==> src/common/cmit_pkg.sv <==
// Shared constants and types of the compare match interval timer
package cmit_pkg;
    // Channel count and widths
    localparam int CMIT_NCH = 2;
    localparam int CMIT_CW = 16;
    localparam int CMIT_PW = 9;

    // Register byte offsets on the bus
    localparam logic [7:0] CMIT_OFS_RUN = 8'h00;
    localparam logic [1:0][7:0] CMIT_OFS_CS = {8'h10, 8'h04};
    localparam logic [1:0][7:0] CMIT_OFS_CNT = {8'h14, 8'h08};
    localparam logic [1:0][7:0] CMIT_OFS_COR = {8'h18, 8'h0c};

    // Values after power-on reset or standby
    localparam logic [15:0] CMIT_CNT_RST = 16'h0000;
    localparam logic [15:0] CMIT_COR_RST = 16'hffff;
    localparam logic [1:0] CMIT_DIV_RST = 2'h0;

    // Control/status field positions
    localparam int CMIT_FLAG_BIT = 7;
    localparam int CMIT_IE_BIT = 6;
    localparam int CMIT_DIV_LSB = 0;

    // Prescaler masks: tick every 8, 32, 128, 512 cycles
    localparam logic [3:0][8:0] CMIT_PRE_MASK = {9'h1ff, 9'h07f, 9'h01f, 9'h007};

    // Divider select codes
    typedef enum logic [1:0] {
        CMIT_DIV8, CMIT_DIV32, CMIT_DIV128, CMIT_DIV512
    } cmit_div_t;

    // Avalon-MM request from the master
    typedef struct packed {
        logic read;
        logic write;
        logic [7:0] address;
        logic [3:0] byteenable;
        logic [31:0] writedata;
    } cmit_bus_req_t;

    // Avalon-MM answer of the slave
    typedef struct packed {
        logic [31:0] readdata;
        logic waitrequest;
    } cmit_bus_rsp_t;

    // Whole state of the timer
    typedef struct packed {
        logic [8:0] pre;
        logic [1:0] run;
        logic [1:0][15:0] cnt;
        logic [1:0][15:0] cor;
        logic [1:0] flag;
        logic [1:0] ie;
        logic [1:0][1:0] div;
        logic [1:0] armed;
        logic [1:0] irq;
        logic [1:0] xreq;
        logic wait_q;
        logic [31:0] rdata;
    } cmit_state_t;
endpackage

==> src/hw/cmit_timer.sv <==
// Two-channel compare match interval timer with an Avalon-MM slave
//
// Behaviour
// - 16-bit counter advances per tick while running
// - Equal to constant: clear counter, set flag
// - Flag with enable set raises interrupt
// - Counting resumes from zero after match
// - Power-on/standby zero counter; manual reset not
// - Power-on/standby set constant all ones
// - Constant is 16-bit read/write period
// - Tick chosen from clock divided 8..512
// - Each channel has own interrupt line
// - Interrupt high exactly while flag and enable
// - Requests also start transfers, fixed priority
// - Match fires on tick after equality
// - Flag cleared by zero write after one-read
// - Transfer completion also clears the flag
// - Match clear beats counter write
// - Word write beats increment
// - Byte write keeps other byte unincremented
// - Two identical independent channels
// - Shared run register, bits 0 and 1
// - Divider codes 00..11 for 8..512, reset 00
// - Flag bit7, enable bit6, divider bits1:0
`timescale 1ns/1ns

module cmit_timer (
    input wire logic clk_sys, // System clock, 10 MHz
    input wire logic rst, // Power-on reset, async, active high
    input wire logic standby_req, // Standby entry, same clock domain
    input wire logic [1:0] xfer_done, // Transfer finished, per channel
    input cmit_pkg::cmit_bus_req_t bus_req, // Avalon-MM request
    output cmit_pkg::cmit_bus_rsp_t bus_rsp, // Avalon-MM answer
    output logic [1:0] match_interrupt, // Interrupt per channel
    output logic [1:0] xfer_req // Transfer start request
);
    import cmit_pkg::*;

    ////////////////////////////////////////////////////////////////
    // State and helper terms

    cmit_state_t state_reg; // All flip-flops
    cmit_state_t state_next; // Their next value

    logic req; // A bus request is present
    logic wr_acc; // Write completes at this edge
    logic rd_acc; // Read completes at this edge
    logic [1:0] tick; // Increment enable per channel
    logic [1:0] match; // Compare match event per channel
    logic [1:0] cs_wr; // Control/status low byte written
    logic [1:0] cs_rd; // Control/status read completes
    logic [1:0] cnt_wr_lo; // Counter low byte written
    logic [1:0] cnt_wr_hi; // Counter high byte written
    logic [1:0] flag_clr; // Software clear of the flag
    logic [1:0] act; // Flag and enable both set

    ////////////////////////////////////////////////////////////////
    // Read multiplexer

    // Unmapped and reserved bits read as zero
    function automatic logic [31:0] rd_word(input cmit_state_t s,
                                            input logic [7:0] a);
        logic [31:0] d;
        d = '0;
        if (a == CMIT_OFS_RUN) begin
            d[1:0] = s.run;
        end
        for (int c = 0; c < CMIT_NCH; c++) begin
            if (a == CMIT_OFS_CS[c]) begin
                d[CMIT_FLAG_BIT] = s.flag[c];
                d[CMIT_IE_BIT] = s.ie[c];
                d[CMIT_DIV_LSB+:2] = s.div[c];
            end
            if (a == CMIT_OFS_CNT[c]) begin
                d[15:0] = s.cnt[c];
            end
            if (a == CMIT_OFS_COR[c]) begin
                d[15:0] = s.cor[c];
            end
        end
        return d;
    endfunction

    ////////////////////////////////////////////////////////////////
    // Next-state logic

    always_comb begin
        state_next = state_reg;
        req = bus_req.read | bus_req.write;
        // The request completes on the edge where wait is low
        wr_acc = bus_req.write & ~state_reg.wait_q;
        rd_acc = bus_req.read & ~state_reg.wait_q;

        // One wait state: drop wait for one cycle per request
        state_next.wait_q = ~(req & state_reg.wait_q);

        // Read data is latched in the wait cycle and held
        if (bus_req.read && state_reg.wait_q) begin
            state_next.rdata = rd_word(state_reg, bus_req.address);
        end

        // Free-running prescaler; channels gate its ticks
        state_next.pre = 9'(state_reg.pre + 9'h001);

        // Shared run register, low byte lane only
        if (wr_acc && bus_req.byteenable[0] &&
            bus_req.address == CMIT_OFS_RUN) begin
            state_next.run = bus_req.writedata[1:0];
        end

        // Channels are copies of one another and share the prescaler and the run register
        // Loop indices are constants, so this unrolls into two copies
        for (int c = 0; c < CMIT_NCH; c++) begin
            // Tick when the selected prescaler bits all roll over
            tick[c] = state_reg.run[c] &&
                ((state_reg.pre & CMIT_PRE_MASK[state_reg.div[c]])
                 == CMIT_PRE_MASK[state_reg.div[c]]);
            // Equality alone does nothing; the next tick fires
            match[c] = tick[c] &&
                (state_reg.cnt[c] == state_reg.cor[c]);

            // Decode of this channel's registers
            cs_wr[c] = wr_acc && bus_req.byteenable[0] &&
                (bus_req.address == CMIT_OFS_CS[c]);
            cs_rd[c] = rd_acc && (bus_req.address == CMIT_OFS_CS[c]);
            cnt_wr_lo[c] = wr_acc && bus_req.byteenable[0] &&
                (bus_req.address == CMIT_OFS_CNT[c]);
            cnt_wr_hi[c] = wr_acc && bus_req.byteenable[1] &&
                (bus_req.address == CMIT_OFS_CNT[c]);

            // Counter: match clear first, then write, then count
            if (match[c]) begin
                // A write in the same edge is lost
                state_next.cnt[c] = CMIT_CNT_RST;
            end else if (cnt_wr_lo[c] || cnt_wr_hi[c]) begin
                // Unwritten byte keeps its old value, no increment
                if (cnt_wr_hi[c]) begin
                    state_next.cnt[c][15:8] =
                        bus_req.writedata[15:8];
                end
                if (cnt_wr_lo[c]) begin
                    state_next.cnt[c][7:0] =
                        bus_req.writedata[7:0];
                end
            end else if (tick[c]) begin
                state_next.cnt[c] =
                    16'(state_reg.cnt[c] + 16'h0001);
            end

            // Period constant, byte lanes honoured
            if (wr_acc && bus_req.address == CMIT_OFS_COR[c]) begin
                if (bus_req.byteenable[0]) begin
                    state_next.cor[c][7:0] =
                        bus_req.writedata[7:0];
                end
                if (bus_req.byteenable[1]) begin
                    state_next.cor[c][15:8] =
                        bus_req.writedata[15:8];
                end
            end

            // Enable and divider bits of control/status
            if (cs_wr[c]) begin
                state_next.ie[c] =
                    bus_req.writedata[CMIT_IE_BIT];
                state_next.div[c] =
                    bus_req.writedata[CMIT_DIV_LSB+:2];
            end

            // Clearing is armed by reading the flag as one
            flag_clr[c] = cs_wr[c] && state_reg.armed[c] &&
                ~bus_req.writedata[CMIT_FLAG_BIT];
            if (cs_rd[c] && state_reg.rdata[CMIT_FLAG_BIT]) begin
                state_next.armed[c] = 1'b1;
            end else if (cs_wr[c]) begin
                // Any control/status write with the low byte lane disarms, so a stale read cannot clear
                state_next.armed[c] = 1'b0;
            end

            // Flag: set beats both clears in the same edge
            if (match[c]) begin
                state_next.flag[c] = 1'b1;
            end else if (flag_clr[c] || xfer_done[c]) begin
                state_next.flag[c] = 1'b0;
            end
        end

        // Standby puts every timer register except the prescaler, the wait state and the read data latch back to reset value
        if (standby_req) begin
            state_next.run = '0;
            state_next.cnt = {CMIT_NCH{CMIT_CNT_RST}};
            state_next.cor = {CMIT_NCH{CMIT_COR_RST}};
            state_next.flag = '0;
            state_next.ie = '0;
            state_next.div = {CMIT_NCH{CMIT_DIV_RST}};
            state_next.armed = '0;
        end

        // Interrupts follow the next flag and enable directly
        act = state_next.flag & state_next.ie;
        state_next.irq = act;
        // Transfer requests: channel 0 outranks channel 1
        state_next.xreq = {act[1] & ~act[0], act[0]};
    end

    ////////////////////////////////////////////////////////////////
    // State register

    // Power-on reset only; manual reset has no input here
    always_ff @(posedge clk_sys or posedge rst) begin
        if (rst) begin
            state_reg.pre <= '0;
            state_reg.run <= '0;
            state_reg.cnt <= {CMIT_NCH{CMIT_CNT_RST}};
            state_reg.cor <= {CMIT_NCH{CMIT_COR_RST}};
            state_reg.flag <= '0;
            state_reg.ie <= '0;
            state_reg.div <= {CMIT_NCH{CMIT_DIV_RST}};
            state_reg.armed <= '0;
            state_reg.irq <= '0;
            state_reg.xreq <= '0;
            state_reg.wait_q <= 1'b1;
            state_reg.rdata <= '0;
        end else begin
            state_reg <= state_next;
        end
    end

    ////////////////////////////////////////////////////////////////
    // Outputs, each straight from a flip-flop

    assign bus_rsp.readdata = state_reg.rdata;
    assign bus_rsp.waitrequest = state_reg.wait_q;
    assign match_interrupt = state_reg.irq;
    assign xfer_req = state_reg.xreq;

    for (genvar g = 0; g < CMIT_NCH; g++) begin : g_chk

    end
endmodule

==> config.mk <==
export PLATFORM = sky130hd
export DESIGN_NAME = cmit_timer
export DESIGN_NICKNAME = d
export VERILOG_FILES = /design/src/common/cmit_pkg.sv /design/src/hw/cmit_timer.sv
export SDC_FILE = /design/constraint.sdc
export NUM_CORES = 1
export LEC_CHECK = 0
export ABC_AREA = 1
export ABC_CLOCK_PERIOD_IN_PS = 9600
export BUFFER_PORTS_ARGS = -buffer_cell sky130_fd_sc_hd__buf_2
export CORE_MARGIN = 1.5
export CORE_UTILIZATION = 35
export DETAILED_ROUTE_END_ITERATION = 8
export REMOVE_ABC_BUFFERS = 1
export SLEW_MARGIN = 20
export SYNTH_ARGS = -nofsm -noshare
export SYNTH_HDL_FRONTEND = slang
export SYNTH_SLANG_ARGS = --single-unit
export TNS_END_PERCENT = 5
==> constraint.sdc <==
create_clock -name clk_sys -period 9.6 [get_ports clk_sys]
set_clock_uncertainty 0.15 [all_clocks]
set_input_delay 1.92 -clock clk_sys [delete_from_list [all_inputs] [get_ports clk_sys]]
set_output_delay 1.92 -clock clk_sys [all_outputs]
set_load 0.005 [all_outputs]
=== Word-level counts from Yosys, hierarchy flattened ===
Cells that the tools add are included.

* Flip-flop bits (word level): 106
* Input bits: 51
* Output and inout bits: 37
* Logic and storage cells: 140

* Add/subtract/negate cells: 3
* $lt $le $gt $ge: 2
* Eq/ne operators: 14
* Multiplexer cells: 41
* Bitwise operators: 12
* Reductions and logical operators: 48

{| class="wikitable"
|+ Operator list
! operator !! count
|-
| $mux W16 || 12
|-
| $mux W76 || 1
|-
| $mux W8 || 6
|-
| $bmux W9 S2 || 2
|-
| $add A16 B1 Y16 const B || 2
|-
| $eq A16 B16 Y1 || 2
|-
| $eq A8 B5 Y1 const B || 3
|-
| $logic_and A1 B1 Y1 || 24
|-
| $and A9 B9 Y9 || 2
|-
| $eq A9 B9 Y1 || 2
|-
| $mux W9 || 2
|-
| $eq A8 B4 Y1 const B || 2
|-
| $mux W2 || 8
|-
| $ne A4 B4 Y1 const B || 4
|-
| $reduce_and A2 Y1 || 8
|-
| $reduce_bool A2 Y1 || 7
|-
| $mux W1 || 10
|-
| $add A9 B1 Y9 const B || 1
|-
| $eq A8 B3 Y1 const B || 1
|-
| $logic_not A8 Y1 || 1
|-
| $reduce_bool A4 Y1 || 2
|-
| $lt A2 B3 Y1 const B || 2
|-
| $reduce_bool A3 Y1 || 2
|-
| $and A1 B1 Y1 || 4
|-
| 4 further kinds || 10
|}

=== Depth between registers and ports, before layout ===
Gate-level depths: netlist of run 1.

* Depth after elaboration: 13
* Depth in mapped cells: 14
* Gate-level depth less buffers: 12

=== Least setup slack after synthesis of run 1 ===
OpenSTA, ideal clock, no wires.

* Kind: input port to flip-flop
* From: input bus_req[37] in the netlist's numbering
* To: register state_reg[105] in the netlist's numbering
* Library setup time: 118 ps
* Arrival time: 2988 ps
* Data required time: 9332 ps
* Path slack: 6345 ps
* Stages: 11
* Buffers on the path: 1
* Cell sequence: nor2_2 -> nand3_2 -> nor2_8 -> o21ai_4 -> inv_4 -> nor2_4 -> inv_4 -> nand2_4 -> buf_6 -> nand2_1 -> o21ai_2

* Cells in the longest elaborated chain, start to end: 6
* Elaborated cells on any way between the ends: 10
* Those cells by class: eq/ne (2); mux (3); reduce/logical (5)

{| class="wikitable"
|+ Ends and longest elaborated chain
! item !! RTL line !! RTL
|-
| start, declared || cmit_timer.sv:32 || <nowiki>input cmit_pkg::cmit_bus_req_t bus_req,</nowiki>
|-
| $eq A8 B5 Y1 (*) || cmit_timer.sv:127, cmit_timer.sv:129 ||
|-
| $logic_and A1 B1 Y1 (on tied branches) || cmit_timer.sv:126, cmit_timer.sv:128 ||
|-
| $logic_or A1 B1 Y1 || cmit_timer.sv:135 || <nowiki>end else if (cnt_wr_lo[c] || cnt_wr_hi[c]) begin</nowiki>
|-
| $mux W16 || cmit_timer.sv:135 ||
|-
| $mux W16 || cmit_timer.sv:132 || <nowiki>if (match[c]) begin</nowiki>
|-
| $mux W76 || cmit_timer.sv:189 || <nowiki>if (standby_req) begin</nowiki>
|-
| end signal, assigned || cmit_timer.sv:225 || <nowiki>state_reg <= state_next;</nowiki>
|-
| end, declared || cmit_timer.sv:42 || <nowiki>cmit_state_t state_reg;</nowiki>
|}

Every way passes the cells marked *; elsewhere a longest branch is shown, timed or not.
A chain may end at the register's enable or synchronous reset.

=== Worst setup path after layout of run 1 ===
* From: input bus_req[37] in the netlist's numbering
* To: register state_reg[95] in the netlist's numbering

Same word-level chain as after synthesis.

==> results.json, run 1 <==
{
  "n_antenna_cell": 0,
  "cp-startpoint": "bus_req[37]",
  "root_buffer": "clkbuf_16",
  "cp_slowest_stage_delay_ns": 0.32,
  "ant_nets": 0,
  "ys_seq_elements": 105,
  "clockBufferDepth": 2,
  "period_needed_ns": 3.52,
  "cts_tree": "yes",
  "relSlewSlack_pct": 34.6,
  "pre_cts_ws_ns": 5.70,
  "htree_levels": 3,
  "leakage_nw": 3.64,
  "critical_path.cell_chain": "buf_2 > nor2_2 > nand3_2 > nor2_8 > o21ai_4 > inv_4 > nor2_4 > inv_4 > nand2_4 > inv_1 > nand2_1 > nand2_1",
  "grt_pass1_vias": 5798,
  "final_cell_mix": "333 x nand2_1, 147 x nor2_1, 97 x inv_1",
  "hp-class": "reg2reg",
  "cts_buffers": 9,
  "gp_congestion": 0.846,
  "drc": 0,
  "drive_gt1_share_pct": 15.7,
  "design.core.area_sq_mm": 0.0201,
  "p_sw_mw": 0.312,
  "synthesis.area_sq_mm": 0.00713,
  "comb_power_share_pct": 14.2,
  "post-route-period-util_pct": 36.7,
  "avgSynthCellArea_sq_um": 6.82,
  "netlist_instances": 1046,
  "r2r.worst_path.cells": 10,
  "nFillCells": 2140,
  "critical_path_class": "in2reg",
  "clk_pin_slew_worst_paths_ns": 0.08,
  "p_seq_share_pct": 49.5,
  "grt_pass1_wl_um": 31600,
  "seq_area_sq_mm": 0.00267,
  "clock_latency_ns": 0.37,
  "vdd_drop_max_mv": 0.0729,
  "fin_ws_ns": 6.08,
  "p_per_area_mw_per_mm2": 135,
  "arrival_ns": 3.68,
  "final_nets": 1109,
  "rsz0062_at_grt": "no",
  "vias_per_cell": 4.78,
  "portBuffers": 53,
  "ff2ff_setup_slack_ns": 7.06,
  "cp-endpoint": "state_reg[95]",
  "whs_ns": 0.306,
  "finalWirelength_um": 19600,
  "vias": 6359,
  "layout_commonest_cell": "nand2_1",
  "wl_per_cell_um": 14.7,
  "track_usage_pct": 19.0,
  "cp-start-kind": "input pin",
  "worstMarginPinSlew_ns": 0.979,
  "crit_required_ns": 9.76,
  "finalHoldViolCount": 0,
  "ys_types": 41,
  "syn2layout_area_growth_pct": 6.77,
  "drt_first_pass_iters": 5,
  "crit_fanout": 18,
  "post_cts_resized": 0,
  "p_total_mw": 1.03,
  "fin_tns_setup_ns": 0,
  "finalSetupViolCount": 0,
  "row_count": 52,
  "clockPowerShare_pct": 36.4,
  "overflow": 0,
  "synth_seq_area_share_pct": 37.4,
  "ys.warnings.count": 0,
  "post_cts_buffers": 0,
  "drt_iter0_drc": 533,
  "io_pins": 88,
  "grt_max_degree": 65,
  "slew_viol_final": 0,
  "start_util_pct": 35.5,
  "status": "completed",
  "cp_slowest_cell": "nor2_8",
  "die_y_um": 146,
  "swShare_pct": 30.4,
  "antenna_found_initial": 0,
  "multi_input_area_sq_mm": 0.00359,
  "largest_register_ffs": 85,
  "ctsHoldBuffers": 0,
  "fp.dieW_um": 146,
  "max_cap_violations": 0,
  "dpl.hpwl_um": 14400,
  "cts.sinks": 105,
  "r2r-end": "state_reg[93]",
  "p_int_mw": 0.715,
  "r2r-start": "state_reg[113]",
  "fmax_mhz": 284,
  "end_kind": "register",
  "fp.dieArea_sq_mm": 0.0212
}
[per-layer routing]
layer	track usage [%]	wire [um]	vias up
met5	0	0	-
met4	6.33	382	0
met3	2.26	817	21
met2	30.0	9020	130
met1	26.9	9340	2951
li1	-	-	3257
[critical path: cells and delay by family]
family	cells	cell delay (ns)
AO/OA/AOI/OAI	1	0.24
buffers and inverters	4	0.56
AND/OR/NAND/NOR	7	0.94
[logic make-up (layout without fill, tap and decap cells)]
family / Yosys count / after routing / share of synthesized area [%]
simple gates: 583 / 583 / 34.8
buf+inv: 188 / 187 / 13.0
compound gates: 147 / 147 / 11.9
flops: 105 / 105 / 37.4
xor+xnor: 19 / 19 / 2.33
fa+ha+maj: 3 / 3 / 0.527
other cells: 1 / 16 / 0.0526
[synthesized netlist by cell type]
master	number	share of area, %
nand2_4	4	0.63
ha_1	3	0.53
o22ai_1	10	0.88
inv_2	14	0.74
a31oi_1	1	0.088
conb_1	1	0.053
buf_4	41	4.3
xor2_1	17	2.1
dfstp_2	33	12
nor2_2	6	0.53
nand4_1	21	1.8
buf_6	6	0.95
nand3_2	4	0.56
o21ai_1	21	1.5
inv_4	2	0.18
inv_1	98	5.2
buf_1	2	0.11
or2_0	1	0.088
nor2_4	6	0.95
nor2_1	147	7.7
nand2_2	7	0.61
nor3_1	2	0.14
dfrtp_1	72	25
nand3b_1	2	0.21
nand3_1	45	3.2
o21ai_4	2	0.46
or2_2	2	0.18
nor2_8	1	0.28
a211oi_1	12	1.3
clkbuf_1	10	0.53
o21ai_2	11	1.4
o21ai_0	57	4.0
clkinv_1	1	0.053
nor4_1	1	0.088
buf_2	13	0.91
xnor2_1	2	0.25
clkbuf_2	1	0.070
a21boi_0	1	0.11
nand2_1	333	18
nand3_4	1	0.25
a21oi_1	32	2.2
[area by class of cell]
class / count / area share [%]
Multi-Input combinational cell: 768 / 47.2
Sequential cell: 105 / 35.1
Inverter: 115 / 5.77
Tap cell: 270 / 4.44
Timing Repair Buffer: 56 / 3.78
Clock buffer: 9 / 2.96
Clock inverter: 7 / 0.838
[power groups by stage]
stage,Clock (mW),Sequential (mW),Combinational [mW]
6_report,0.373,0.508,0.145
3_3_place_gp,0,0.515,0.145
5_1_grt,0.398,0.513,0.167
2_1_floorplan,0,0.511,0.0946
4_1_cts,0.383,0.508,0.147
3_5_place_dp,0,0.516,0.147
[worst min-delay path by stage]
| stage | end | start | slack [ns] | cells past startpoint |
|---|---|---|---|---|
| final | state_reg[113] | state_reg[113] | 0.31 | 1 |
| after CTS | state_reg[113] | state_reg[113] | 0.31 | 1 |
| after global routing | state_reg[113] | state_reg[113] | 0.35 | 1 |
| after detailed placement | state_reg[113] | state_reg[113] | 0.30 | 1 |
| after global placement | state_reg[113] | state_reg[113] | 0.30 | 1 |
| after floorplan | state_reg[113] | state_reg[113] | 0.27 | 1 |
[per-stage QoR]
stage	instance area [sq um]	util, %	cells
after floorplan	6700	-	988
after global placement	7320	36.4	1314
after detailed placement	7320	36.4	1314
after CTS	7610	37.9	1330
after global routing	7610	37.9	1330
final	7610	37.9	1330
No activity file was read; power rests on OpenSTA's default activity.
==> run 2: changes to the inputs <==
- ABC_CLOCK_PERIOD_IN_PS: 9600 -> 3400
- clock period: 9.6 -> 3.4 ns (I/O delays scaled with it)
==> run 2 against run 1 <==
Net effect:
- wire length is 0.54% lower
- critical path depth fell by 1
- cell area up 0.82%
- largest power group unchanged
- die area stayed put
- utilization rose by 0.31 points
- sequential cell count is the same
- count of clock-buffer cells in the layout unchanged
- worst hold slack got worse by 0.082 ns
- non-clock buffer count rose by 4
==> results.json, run 2 (same netlist as run 1, synthesis figures left out) <==
{
  "nFillCells": 2147,
  "place_inst": 1318,
  "arrival_ns": 2.50,
  "period_needed_ns": 2.39,
  "start_util_pct": 35.5,
  "ctsHoldBuffers": 0,
  "design.core.area_sq_mm": 0.0201,
  "root_buffer": "clkbuf_16",
  "relSlewSlack_pct": 55.9,
  "grt_pass1_wl_um": 31000,
  "p_per_area_mw_per_mm2": 387,
  "track_usage_pct": 18.7,
  "post_cts_buffers": 0,
  "layout_commonest_cell": "nand2_1",
  "crit_fanout": 17,
  "n_antenna_cell": 0,
  "cts.sinks": 105,
  "final_cell_mix": "333 x nand2_1, 147 x nor2_1, 97 x inv_1",
  "post_cts_resized": 0,
  "wl_met3_um": 684,
  "crit_required_ns": 3.51,
  "syn2layout_area_growth_pct": 7.65,
  "fin_cells": 1334,
  "fp.dieArea_sq_mm": 0.0212,
  "portBuffers": 53,
  "slew_viol_final": 0,
  "overflow": 0,
  "status": "completed",
  "hp-class": "in2async",
  "post-route-period-util_pct": 70.4,
  "largest_register_ffs": 85,
  "gp_congestion": 0.871,
  "critical_path_class": "reg2reg",
  "drt_first_pass_iters": 5,
  "wl_met2_um": 8980,
  "drt_iter0_drc": 518,
  "cp-start-kind": "register",
  "rsz0062_at_grt": "no",
  "finalWirelength_um": 19500,
  "antenna_found_initial": 0,
  "cts_buffers": 9,
  "final_nets": 1113,
  "worstMarginPinSlew_ns": 0.658,
  "vias": 6345,
  "io_pins": 88,
  "htree_levels": 3,
  "dpl.hpwl_um": 14700,
  "grt_max_degree": 44,
  "grt_pass1_vias": 5612,
  "clk_pin_slew_worst_paths_ns": 0.08,
  "vdd_drop_max_mv": 0.209,
  "clockBufferDepth": 2,
  "max_cap_violations": 0,
  "finalSetupViolCount": 0,
  "drc": 0,
  "drive_gt1_share_pct": 16.0,
  "vias_per_cell": 4.76,
  "row_count": 52,
  "finalHoldViolCount": 0,
  "die_y_um": 146,
  "leakage_nw": 3.68,
  "wl_per_cell_um": 14.6,
  "clock_latency_ns": 0.36,
  "ant_nets": 0,
  "m1WireLength_um": 9450,
  "cts_tree": "yes",
  "fmax_mhz": 418,
  "fp.dieW_um": 146,
  "end_kind": "register",
  "fin_tns_setup_ns": 0,
  "highest_layer": "met4"
}
## run 2: metal layers
layer,GRT usage [%],up-vias
met4,5.26,0
met1,26.8,2942
met5,0,-
li1,-,3267
met2,29.6,115
met3,2.29,21
## run 2: critical path, cell delays in order (launching register included)
cell and delay (ns):
dfstp_2 0.55, inv_2 0.06, nand3_2 0.12, inv_2 0.12
o21ai_4 0.47, inv_4 0.20, nor2_4 0.17, inv_4 0.06
nand2_4 0.18, inv_1 0.08, nand2_1 0.06, nand2_1 0.04
## run 2: area by class of cell
type / count / area [sq um] / area share, %
clock buffer: 9 / 225 / 2.93
sequential: 105 / 2670 / 34.8
inverter: 115 / 439 / 5.72
clock inverter: 7 / 83.8 / 1.09
tap: 270 / 338 / 4.40
timing repair buffer: 60 / 330 / 4.30
multi-input combinational: 768 / 3590 / 46.8
## run 2: final timing paths
check,start,endpoint,slack [ns],cells after the start
setup / recovery,bus_rsp[0],state_reg[104],1.01,11
hold / removal,rst,state_reg[117],0.22,2
setup reg to reg,bus_rsp[0],state_reg[104],1.01,11
hold reg to reg,state_reg[113],state_reg[113],0.31,1
max in group asynchronous,rst,state_reg[62],2.07,3
min in group clk_sys,state_reg[113],state_reg[113],0.31,1
## run 2: power breakdown
part | switching [mW] | internal (mW) | total (mW)
registers | 0.0704 | 1.36 | 1.43
clock network | 0.533 | 0.587 | 1.12
logic | 0.271 | 0.147 | 0.418
## run 2: stage by stage
stage | instance area [sq um] | total power, mW | hold WS (ns) | util [%] | setup WS (ns)
after CTS | 7670 | 3.00 | 0.246 | 38.2 | 1.01
after global routing | 7670 | 3.12 | 0.270 | 38.2 | 0.832
after floorplan | 6700 | 1.71 | 0.272 | - | -0.136
after global placement | 7370 | 1.87 | 0.295 | 36.6 | 0.779
final | 7670 | 2.97 | 0.225 | 38.2 | 1.01
after detailed placement | 7370 | 1.88 | 0.303 | 36.6 | 0.756
==> run 3: changes to the inputs <==
- ABC_CLOCK_PERIOD_IN_PS: 3400 -> 1900
- clock period: 3.4 -> 1.9 ns (I/O delays scaled with it)
==> run 3 against run 2 <==
Net effect:
- final cell count rose by 9.6%
- non-clock buffer count rose by 126
- largest cell class unchanged
- wire length rose by 8.9%
- critical endpoint is now state_reg[99]
- largest power group unchanged
==> results.json, run 3 (same netlist as run 1, synthesis figures left out) <==
{
  "r2r-start": "state_reg[74]",
  "finalCoreUtilization_pct": 44.7,
  "ff2ff_setup_slack_ns": 0.003,
  "r2r-end": "state_reg[99]",
  "wl_met3_um": 971,
  "final_cell_mix": "320 x nand2_1, 140 x nor2_1, 115 x buf_4",
  "antenna_found_initial": 0,
  "final_nets": 1241,
  "cts_buffers": 9,
  "post-route-period-util_pct": 99.8,
  "finalWirelength_um": 21200,
  "cp-start-kind": "register",
  "track_usage_pct": 19.8,
  "vias_per_cell": 4.73,
  "clockPowerShare_pct": 35.5,
  "swShare_pct": 29.0,
  "vdd_drop_max_mv": 0.433,
  "clock_latency_ns": 0.36,
  "row_count": 52,
  "arrival_ns": 2.00,
  "portBuffers": 53,
  "crit_fanout": 7,
  "largest_register_ffs": 85,
  "drt_first_pass_iters": 5,
  "fp.dieW_um": 146,
  "finalHoldViolCount": 0,
  "comb_power_share_pct": 18.0,
  "p_sw_mw": 1.58,
  "status": "completed",
  "p_seq_share_pct": 46.5,
  "p_per_area_mw_per_mm2": 608,
  "n_antenna_cell": 0,
  "rsz0062_at_grt": "yes",
  "cp-endpoint": "state_reg[99]",
  "syn2layout_area_growth_pct": 26.2,
  "vias": 6917,
  "end_kind": "register",
  "critical_path_class": "reg2reg",
  "grt_pass1_vias": 6259,
  "gp_congestion": 0.853,
  "drive_gt1_share_pct": 27.9,
  "drc": 0,
  "max_cap_violations": 0,
  "cts_tree": "yes",
  "fp.dieArea_sq_mm": 0.0212,
  "fin_cells": 1462,
  "ant_nets": 0,
  "cts.sinks": 105,
  "m1WireLength_um": 9970,
  "io_pins": 88,
  "start_util_pct": 35.5,
  "layout_commonest_cell": "nand2_1",
  "drt_iter0_drc": 512,
  "wl_met2_um": 9840,
  "htree_levels": 3,
  "fmax_mhz": 527,
  "grt_max_degree": 31,
  "crit_required_ns": 2.00,
  "design.core.area_sq_mm": 0.0201,
  "root_buffer": "clkbuf_16",
  "hp-class": "in2reg",
  "grt_pass1_wl_um": 33100,
  "finalSetupViolCount": 0,
  "place_inst": 1437,
  "r2r.worst_path.cells": 11,
  "dpl.hpwl_um": 15900,
  "leakage_nw": 4.37,
  "p_int_mw": 3.89,
  "clk_pin_slew_worst_paths_ns": 0.07,
  "cp-startpoint": "state_reg[74]",
  "wl_per_cell_um": 14.5,
  "period_needed_ns": 1.90,
  "overflow": 0,
  "slew_viol_final": 0,
  "die_y_um": 146,
  "highest_layer": "met4",
  "clockBufferDepth": 2
}
## run 3: cell types whose count changed in the layout (fill, tap and decap cells not counted), moves of 7 or more
cell / change
buf_4: +109
nand2_1: -13
buf_12: +11
nand2_2: +8
nor2_1: -7
## run 3: cell type report
class | count | area, sq um
clock inverters | 6 | 67.6
inverters | 115 | 444
well taps | 270 | 338
multi-input cells | 770 | 3810
clock buffers | 10 | 229
flip-flops and latches | 105 | 2670
repair buffers | 186 | 1440
fillers | 2022 | 11100
## run 3: worst min path at each step
| stage | start | end | cells after the start |
|---|---|---|---|
| after floorplan | state_reg[113] | state_reg[113] | 1 |
| after global placement | rst | state_reg[80] | 2 |
| after detailed placement | rst | state_reg[80] | 2 |
| after CTS | bus_req[45] | bus_rsp[0] | 2 |
| after global routing | bus_req[45] | bus_rsp[0] | 2 |
| final | bus_req[45] | bus_rsp[0] | 2 |
## run 3: power by group through the flow
stage / Sequential (mW) / Combinational, mW / Clock (mW)
floorplan: 2.58 / 0.478 / 0
global placement: 2.58 / 0.924 / 0
detailed placement: 2.58 / 0.936 / 0
CTS: 2.54 / 0.955 / 1.99
global route: 2.57 / 1.10 / 2.05
finish: 2.55 / 0.983 / 1.94
## run 3: critical path: stages, from the launching register on
cell and delay, ns:
dfstp_2 0.54, inv_1 0.04, nand2_1 0.05, nand2_1 0.07
a21oi_2 0.11, nand2_1 0.10, nor2_4 0.15, nand3_4 0.18
nand2_4 0.15, nand2_4 0.10, nand2_1 0.08, o21ai_1 0.06
## run 3: routing by layer
metal	vias to the layer above	GRT usage (%)
met5	-	0
met4	0	5.51
met1	3192	28.1
li1	3539	-
met3	25	2.38
met2	161	31.9
## run 3: through the flow
stage	hold slack [ns]	power [mW]	setup WS, ns	area (sq um)	setup TNS, ns
after floorplan	0.272	3.06	-1.34	6700	-117.72
after global placement	0.225	3.50	-0.0782	8360	-1.81
after detailed placement	0.224	3.52	-0.124	8360	-2.43
after CTS	0.0590	5.48	-0.0193	8750	-0.134
after global routing	0.100	5.72	-0.0864	8990	-1.49
final	0.0629	5.47	0.00339	8990	0
## run 3: timing repair
action                                 CTS  global route
buffers inserted                         4             2
gates resized for setup                  9            60
endpoints found under the hold margin    2             0
hold buffers                             1             0
gates cloned                             0             2
setup endpoints to repair               33            39
pin swaps                                4            19
